<file path="config.mk">
export PLATFORM = sky130hd
export DESIGN_NAME = cycle_cam_timing_generator
export DESIGN_NICKNAME = d
export VERILOG_FILES = /design/src/design/cycle_cam_timing_generator.v
export VERILOG_INCLUDE_DIRS = /design/src /design/src/design
export SDC_FILE = /design/constraint.sdc
export NUM_CORES = 1
export LEC_CHECK = 0
export ABC_AREA = 0
export BUFFER_PORTS_ARGS = -buffer_cell sky130_fd_sc_hd__buf_2
export CELL_PAD_IN_SITES_DETAIL_PLACEMENT = 0
export CELL_PAD_IN_SITES_GLOBAL_PLACEMENT = 1
export CORE_MARGIN = 3
export CORE_UTILIZATION = 45
export CTS_CLUSTER_DIAMETER = 60
export DETAILED_ROUTE_END_ITERATION = 10
export PLACE_DENSITY = 0.93
export SLEW_MARGIN = 20
export SYNTH_ARGS = -nofsm -noshare
export SYNTH_HDL_FRONTEND = slang
export SYNTH_SLANG_ARGS = --single-unit
</file>
<file path="constraint.sdc">
create_clock -name clk -period 7.6 [get_ports clk]
set_input_delay 0.76 -clock clk [delete_from_list [all_inputs] [get_ports clk]]
set_output_delay 0.76 -clock clk [all_outputs]
set_load 0.005 [all_outputs]
</file>
<file path="src/design/cam_timing_regs.vh">
`ifndef CAM_TIMING_REGS_VH
`define CAM_TIMING_REGS_VH
// ----------------------------------------
// cycle geometry
// ----------------------------------------
`define DEG_LAST 9'h167
`define DIGIT_COUNT 12
`define DIGIT_PITCH 9'h012
`define DIGIT_MAKE 9'h009
`define DIGIT_BREAK 9'h012
`define CORR_COUNT 5
`define CORR_PITCH 9'h024
`define CORR_MAKE9 9'h006
`define CORR_BREAK9 9'h014
`define TOTAL_COUNT 10
`define TOTAL_MAKE 9'h009
`define TOTAL_BREAK 9'h012
`define CARRY_MAKE 9'h0e1
`define CARRY_BREAK 9'h0e2
// ----------------------------------------
// make / break angles of the single cams
// ----------------------------------------
`define RST_M 9'h15d
`define RST_B 9'h003
`define SUB_M 9'h007
`define SUB_B 9'h015
`define SPD_M 9'h02d
`define SPD_B 9'h012
`define CLA_M 9'h115
`define CLA_B 9'h123
`define CLB_M 9'h11a
`define CLB_B 9'h128
`define PICK_M 9'h125
`define PICK_B 9'h157
`define PRE_M 9'h150
`define PRE_B 9'h128
`define SKIP_M 9'h0ff
`define SKIP_B 9'h113
`define CAR_M 9'h109
`define CAR_B 9'h11d
`define ILK_M 9'h0f9
`define ILK_B 9'h11d
`define CYA_M 9'h0eb
`define CYA_B 9'h113
`define CYB_M 9'h131
`define CYB_B 9'h0b9
`define SEL_M 9'h0fc
`define SEL_B 9'h0e1
`define ZA_M 9'h000
`define ZA_B 9'h0a3
`define ZB_M 9'h0b3
`define ZB_B 9'h0da
`define UNEQ_M 9'h012
`define UNEQ_B 9'h01e
`define UNEQ9_B 9'h01b
`define CMPA_M 9'h000
`define CMPA_B 9'h0ac
`define CMPB_M 9'h0bf
`define CMPB_B 9'h0e2
`define SETUP_M 9'h0e1
`define SETUP_B 9'h0f5
`define POST_M 9'h10e
`define POST_B 9'h11c
`define PIL_M 9'h032
`define PIL_B 9'h040
`define NEG_M 9'h0eb
`define NEG_B 9'h10f
`define CPK_M 9'h0c6
`define CPK_B 9'h0ee
`endif

</file>
<file path="src/design/cycle_cam_timing_generator.v">
// How it works
// - twelve digit impulses 9..0,11,12; 9 at 9-18, each later 18 degrees on
// - correction digits 1,3,5,7,9 at 150,114,78,42,6 for 14 degrees
// - total print impulses 9..0 every 18 degrees plus carry impulse at 225
// - reset-cycle counter start from 349 wrapping to 3
// - subtract counter start from 7 to 21
// - speed hold from 45 through 359 wrapping to 18
// - clutch energize is 277-291 AND 282-296, giving 282-291
// - clutch magnet pick from 293 to 343
// - feed clutch pre-energize from 336 wrapping to 296
// - all-skips pick from 255 to 275
// - carriage skip start from 265 to 285
// - interlock release pick from 249 to 285
// - cycles pick at 235-275 and 305 wrapping to 185
// - selector hold 252 wrapping to 225, break never late
// - zero control 0-163 and 179-218, zero position excluded
// - unequal test 18-30, digit 9 test 18-27
// - compare hold two windows, second 191-226
// - program setup from 225 to 245
// - post-test program start from 270 to 284
// - negative balance test start from 235 to 271
// - carry relay pick from 198 to 238
// - program interlock pick from 50 to 64
`timescale 1ns/1ps
`include "cam_timing_regs.vh"
`default_nettype none
module cycle_cam_timing_generator (
	// clock and reset
	input wire clk,
	input wire nrst,
	input wire ce,
	// cycle position
	output reg [8:0] degree_r,
	// impulse groups
	output reg [11:0] digit_impulse_cam,
	output reg [4:0] correction_digit_cam,
	output reg [9:0] total_print_cam,
	output reg total_carry_cam,
	// single cams
	output reg reset_cycle_start_cam,
	output reg subtract_start_cam,
	output reg speed_hold_cam,
	output reg clutch_ctrl_cam,
	output reg clutch_magnet_pick_cam,
	output reg feed_clutch_preenergize_cam,
	output reg skip_all_pick_cam,
	output reg carriage_skip_start_cam,
	output reg interlock_release_cam,
	output reg cycles_pick_cam,
	output reg selector_hold_cam,
	output reg zero_control_cam,
	output reg unequal_test_cam,
	output reg unequal_test9_cam,
	output reg compare_hold_cam,
	output reg program_setup_cam,
	output reg post_test_program_cam,
	output reg program_interlock_cam,
	output reg neg_balance_test_cam,
	output reg carry_pick_cam
);

// ----------------------------------------
// window test
// ----------------------------------------
// make inclusive, break exclusive; break below make wraps through zero
function win;
	input [8:0] p;
	input [8:0] mk;
	input [8:0] bk;
	begin
		if (mk <= bk)
			win = (p >= mk) && (p < bk);
		else
			win = (p >= mk) || (p < bk);
	end
endfunction

// ----------------------------------------
// degree counter
// ----------------------------------------
// outputs are registered, so they are decoded from the next position
// and line up exactly with degree_r
wire [8:0] deg_nxt;
assign deg_nxt = (degree_r == `DEG_LAST) ? 9'h000 : degree_r + 9'h001;

always @(posedge clk or negedge nrst) begin
	if (!nrst)
		degree_r <= 9'h000;
	else if (ce)
		degree_r <= deg_nxt;
end

// ----------------------------------------
// impulse groups
// ----------------------------------------
genvar i;
generate
	// index arithmetic is 32 bits wide; every angle fits in the low 9
	for (i = 0; i < `DIGIT_COUNT; i = i + 1) begin : g_dig
		wire [31:0] mk_w;
		wire [31:0] bk_w;
		assign mk_w = `DIGIT_MAKE + i * `DIGIT_PITCH;
		assign bk_w = `DIGIT_BREAK + i * `DIGIT_PITCH;
		// bit 0 is the 9 impulse, bit 11 the 12 impulse
		always @(posedge clk or negedge nrst) begin
			if (!nrst)
				digit_impulse_cam[i] <= 1'b0;
			else if (ce)
				digit_impulse_cam[i] <= win(deg_nxt, mk_w[8:0],
					bk_w[8:0]);
		end
	end
	for (i = 0; i < `CORR_COUNT; i = i + 1) begin : g_cor
		wire [31:0] mk_w;
		wire [31:0] bk_w;
		assign mk_w = `CORR_MAKE9 + i * `CORR_PITCH;
		assign bk_w = `CORR_BREAK9 + i * `CORR_PITCH;
		// bit 0 is digit 9 at 6, bit 4 digit 1 at 150
		always @(posedge clk or negedge nrst) begin
			if (!nrst)
				correction_digit_cam[i] <= 1'b0;
			else if (ce)
				correction_digit_cam[i] <= win(deg_nxt, mk_w[8:0],
					bk_w[8:0]);
		end
	end
	for (i = 0; i < `TOTAL_COUNT; i = i + 1) begin : g_tot
		wire [31:0] mk_w;
		wire [31:0] bk_w;
		assign mk_w = `TOTAL_MAKE + i * `DIGIT_PITCH;
		assign bk_w = `TOTAL_BREAK + i * `DIGIT_PITCH;
		always @(posedge clk or negedge nrst) begin
			if (!nrst)
				total_print_cam[i] <= 1'b0;
			else if (ce)
				total_print_cam[i] <= win(deg_nxt, mk_w[8:0],
					bk_w[8:0]);
		end
	end
endgenerate

// ----------------------------------------
// single cams
// ----------------------------------------
// each cam resets to its own level at degree 0, so a contact whose
// window spans zero already reads closed while the counter is held
always @(posedge clk or negedge nrst) begin
	if (!nrst)
		total_carry_cam <= 1'b0;
	else if (ce)
		total_carry_cam <= win(deg_nxt, `CARRY_MAKE, `CARRY_BREAK);
end

always @(posedge clk or negedge nrst) begin
	if (!nrst)
		reset_cycle_start_cam <= 1'b1;
	else if (ce)
		reset_cycle_start_cam <= win(deg_nxt, `RST_M, `RST_B);
end

always @(posedge clk or negedge nrst) begin
	if (!nrst)
		subtract_start_cam <= 1'b0;
	else if (ce)
		subtract_start_cam <= win(deg_nxt, `SUB_M, `SUB_B);
end

always @(posedge clk or negedge nrst) begin
	if (!nrst)
		speed_hold_cam <= 1'b1;
	else if (ce)
		speed_hold_cam <= win(deg_nxt, `SPD_M, `SPD_B);
end

// two overlapping contacts in series fix both edges of the pulse
always @(posedge clk or negedge nrst) begin
	if (!nrst)
		clutch_ctrl_cam <= 1'b0;
	else if (ce)
		clutch_ctrl_cam <= win(deg_nxt, `CLA_M, `CLA_B) &
			win(deg_nxt, `CLB_M, `CLB_B);
end

always @(posedge clk or negedge nrst) begin
	if (!nrst)
		clutch_magnet_pick_cam <= 1'b0;
	else if (ce)
		clutch_magnet_pick_cam <= win(deg_nxt, `PICK_M, `PICK_B);
end

// overlaps the pick window, so the magnet is held once it has pulled in
always @(posedge clk or negedge nrst) begin
	if (!nrst)
		feed_clutch_preenergize_cam <= 1'b1;
	else if (ce)
		feed_clutch_preenergize_cam <= win(deg_nxt, `PRE_M, `PRE_B);
end

always @(posedge clk or negedge nrst) begin
	if (!nrst)
		skip_all_pick_cam <= 1'b0;
	else if (ce)
		skip_all_pick_cam <= win(deg_nxt, `SKIP_M, `SKIP_B);
end

always @(posedge clk or negedge nrst) begin
	if (!nrst)
		carriage_skip_start_cam <= 1'b0;
	else if (ce)
		carriage_skip_start_cam <= win(deg_nxt, `CAR_M, `CAR_B);
end

always @(posedge clk or negedge nrst) begin
	if (!nrst)
		interlock_release_cam <= 1'b0;
	else if (ce)
		interlock_release_cam <= win(deg_nxt, `ILK_M, `ILK_B);
end

// early and late windows share one output
always @(posedge clk or negedge nrst) begin
	if (!nrst)
		cycles_pick_cam <= 1'b1;
	else if (ce)
		cycles_pick_cam <= win(deg_nxt, `CYA_M, `CYA_B) |
			win(deg_nxt, `CYB_M, `CYB_B);
end

// exact break: the degree step itself is the only tolerance
always @(posedge clk or negedge nrst) begin
	if (!nrst)
		selector_hold_cam <= 1'b1;
	else if (ce)
		selector_hold_cam <= win(deg_nxt, `SEL_M, `SEL_B);
end

// the gap at the zero position lets the compare hold coils drop out
always @(posedge clk or negedge nrst) begin
	if (!nrst)
		zero_control_cam <= 1'b1;
	else if (ce)
		zero_control_cam <= win(deg_nxt, `ZA_M, `ZA_B) |
			win(deg_nxt, `ZB_M, `ZB_B);
end

always @(posedge clk or negedge nrst) begin
	if (!nrst)
		unequal_test_cam <= 1'b0;
	else if (ce)
		unequal_test_cam <= win(deg_nxt, `UNEQ_M, `UNEQ_B);
end

// the 9 test ends early to leave margin for brush skew
always @(posedge clk or negedge nrst) begin
	if (!nrst)
		unequal_test9_cam <= 1'b0;
	else if (ce)
		unequal_test9_cam <= win(deg_nxt, `UNEQ_M, `UNEQ9_B);
end

always @(posedge clk or negedge nrst) begin
	if (!nrst)
		compare_hold_cam <= 1'b1;
	else if (ce)
		compare_hold_cam <= win(deg_nxt, `CMPA_M, `CMPA_B) |
			win(deg_nxt, `CMPB_M, `CMPB_B);
end

always @(posedge clk or negedge nrst) begin
	if (!nrst)
		program_setup_cam <= 1'b0;
	else if (ce)
		program_setup_cam <= win(deg_nxt, `SETUP_M, `SETUP_B);
end

always @(posedge clk or negedge nrst) begin
	if (!nrst)
		post_test_program_cam <= 1'b0;
	else if (ce)
		post_test_program_cam <= win(deg_nxt, `POST_M, `POST_B);
end

always @(posedge clk or negedge nrst) begin
	if (!nrst)
		program_interlock_cam <= 1'b0;
	else if (ce)
		program_interlock_cam <= win(deg_nxt, `PIL_M, `PIL_B);
end

always @(posedge clk or negedge nrst) begin
	if (!nrst)
		neg_balance_test_cam <= 1'b0;
	else if (ce)
		neg_balance_test_cam <= win(deg_nxt, `NEG_M, `NEG_B);
end

always @(posedge clk or negedge nrst) begin
	if (!nrst)
		carry_pick_cam <= 1'b0;
	else if (ce)
		carry_pick_cam <= win(deg_nxt, `CPK_M, `CPK_B);
end

endmodule
`default_nettype wire

</file>
==> results.md <==
- Max_cap viols: 0
- Vias in the first global route: 2,967
- Synth Warn #: 0
- R2R cell count: 7
- VDD IR max: 0.000164 V
- HPWL after DPL: 6.69 mm
- Initial Util: 0.481
- Crit Path Category: register to register
- Fmax achieved: 339 MHz
- Tmin final: 2950 ps
- Critical Path RT: 7830 ps
- #FFs+latches synth: 47
- Largest net degree at the start of global routing: 63
- Layout overhead on the synthesized area: 9.80%
- Clk sinks: 47
- CTS tree: built
- Worst-path fanout max: 16
- Post-Synthesis Net Count: 369
- # DRC: 0
- LEAKAGE: 1.44 nW
- ANT nets after route: 0
- Worst skew pair latency: 320 ps
- Clock input transition at the sequential cells of the worst setup and hold paths: 110 ps
- Distinct cell type count after synthesis: 65
- Fin nets: 403
- Leading cell type in the layout, fill and taps excluded: buf_2
- Status: finished, final reports clean
- Grt ovf: 0
- Commonest cells after routing, fill and taps aside: buf_2 (58), dfrtp_1 (40), nand2_1 (31)
- Input/output buffers: 59
- Clock buffer depth: 2
- Post-synthesis cell count: 363
- Final TNS setup: 0 ps
- Vias/cell: 6.31
- Gpl congestion: 0.941
- Sequential share of the synthesized area: 0.373
- Final hold vios: 0
- WL final: 9.75 mm
- Die Width: 90.0 µm
- Total power: 1.29 mW
- Worst Max-Slew Pin Slew: 832 ps
- CP Launch Point: degree_r[0]
- Worst Hold Class: input port to asynchronous set/reset pin
- Final worst-path cycle share: 0.388
- Wire length per cell: 19.9 µm
- RSZ-0062 raised after global routing: no
- Share of layout cells above drive strength 1: 0.251
- Post-synth EDFFs: 0
- Synth Cell Area: 3180 µm²
- Initial drt markers: 476
- Arrival time at the worst endpoint: 3180 ps
- Critical Path Start Type: register
- Ports: 60
- Postcts setup bufs: 0
- Hold-fix buffers, CTS: 0
- Initial antenna violation count: 0
- Relative slew slack: 0.446
- Pins Over Slew Limit: 0
- CP endpoint kind: register
- Pwr Density: 369 nW/µm²
- Die area: 8110 µm²
- First-pass GRT wire length: 15.9 mm
- CTS resizes: 0
- Fin util: 0.528
- RR Startpoint: degree_r[0]
- N_diodes: 0
- Via Count: 3,099
- Global-route usage over all layers: 0.239
- Clock H-tree levels: 2
- Core area: 6600 µm²
- Die Ht: 90.0 µm
- Router iterations before antenna repair: 6
- Dominant synthesized flop cell: dfrtp_1
- Post-synth ARST share: 1.00
- Avg Inst Size Synth: 8.75 µm²
- Final setup viols: 0
- Root Buffer Master: clkbuf_8
- Internal reg-to-reg setup slack: 4650 ps
- Setup Skew: 21.5 ps
- Num CTS Buffers: 5
- Reg-to-Reg End: reset_cycle_start_cam
- FP Rows: 29
==> Yosys cell counts, types with 3 or more instances <==
cell | number | share of area
o21a_1 | 4 | 0.0094
o31ai_1 | 7 | 0.017
o2111ai_1 | 3 | 0.0083
buf_2 | 8 | 0.013
dfrtp_1 | 40 | 0.31
o21ai_0 | 26 | 0.041
inv_1 | 22 | 0.026
a22oi_1 | 5 | 0.012
a21oi_1 | 15 | 0.024
buf_6 | 5 | 0.018
buf_4 | 15 | 0.035
xor2_1 | 3 | 0.0083
a311oi_1 | 3 | 0.0083
o32ai_1 | 6 | 0.017
nand3_1 | 12 | 0.019
xnor2_1 | 6 | 0.017
o2bb2ai_1 | 8 | 0.022
nor4_4 | 3 | 0.020
dfstp_2 | 7 | 0.058
nor3_1 | 12 | 0.019
nand2_1 | 31 | 0.037
or3_1 | 4 | 0.0079
ha_1 | 3 | 0.012
clkbuf_1 | 10 | 0.012
a31oi_1 | 10 | 0.020
nor4_1 | 4 | 0.0079
nand4_1 | 15 | 0.030
nor2_1 | 27 | 0.032
==> metrics by stage <==
step	worst slack, ps	hold WS, ps	cells	area [µm²]
final	4650	452	491	3490
after global routing	4450	500	491	3490
after CTS	4690	493	491	3490
after detailed placement	4740	471	483	3390
after global placement	4740	467	483	3390
after floorplan	5190	464	363	3180
==> worst max path at each step <==
| stage | end | slack [ps] | cells past startpoint |
|---|---|---|---|
| floorplan | cycles_pick_cam | 5190 | 9 |
| global placement | digit_impulse_cam[4] | 4740 | 5 |
| detailed placement | total_carry_cam | 4740 | 7 |
| CTS | reset_cycle_start_cam | 4690 | 7 |
| global route | subtract_start_cam | 4450 | 7 |
| finish | reset_cycle_start_cam | 4650 | 7 |
==> final cells by class <==
cell class / count / area [µm²]
inverters: 22 / 82.6
fillers: 647 / 3110
clock buffers: 6 / 82.6
repair buffers: 66 / 350
multi-input cells: 255 / 1660
clock inverters: 2 / 13.8
flip-flops and latches: 47 / 1180
well taps: 93 / 116
==> worst max-delay path: stages, from the launching register on <==
cell and delay [ps]:
dfrtp_1 510, ha_1 410, and4_4 330, a311oi_2 120, or2_1 540, nor4_4 540, nand4_1 180, a31oi_1 230
==> logic make-up (layout without fill, tap and decap cells) <==
family	after synthesis	after routing	synth area share
AO/OA/AOI/OAI	114	114	0.255
XOR/XNOR	10	10	0.0299
adder cells (fa/ha/maj)	3	3	0.0118
buffers and inverters	61	96	0.105
flip-flops	47	47	0.373
multiplexers	3	3	0.0102
AND/OR/NAND/NOR	125	125	0.215
==> flip-flops by register name, indices dropped and copies added (netlist names), 4 cells and up <==
register              cells
correction_digit_cam      5
degree_r                  9
digit_impulse_cam         8
total_print_cam           4
==> report_power, final <==
part	switching, mW	internal (mW)
Combinational	0.497	0.240
Sequential	0.0766	0.304
Clock	0.0960	0.0747
==> per-layer routing <==
layer / global-route usage / up-vias / wire length, µm
met1: 0.337 / 1468 / 4200
met5: 0 / - / 0
met4: 0.0906 / 0 / 216
met3: 0.0518 / 28 / 962
met2: 0.358 / 185 / 4370
li1: - / 1418 / -
No activity file was read; power rests on OpenSTA's default activity.
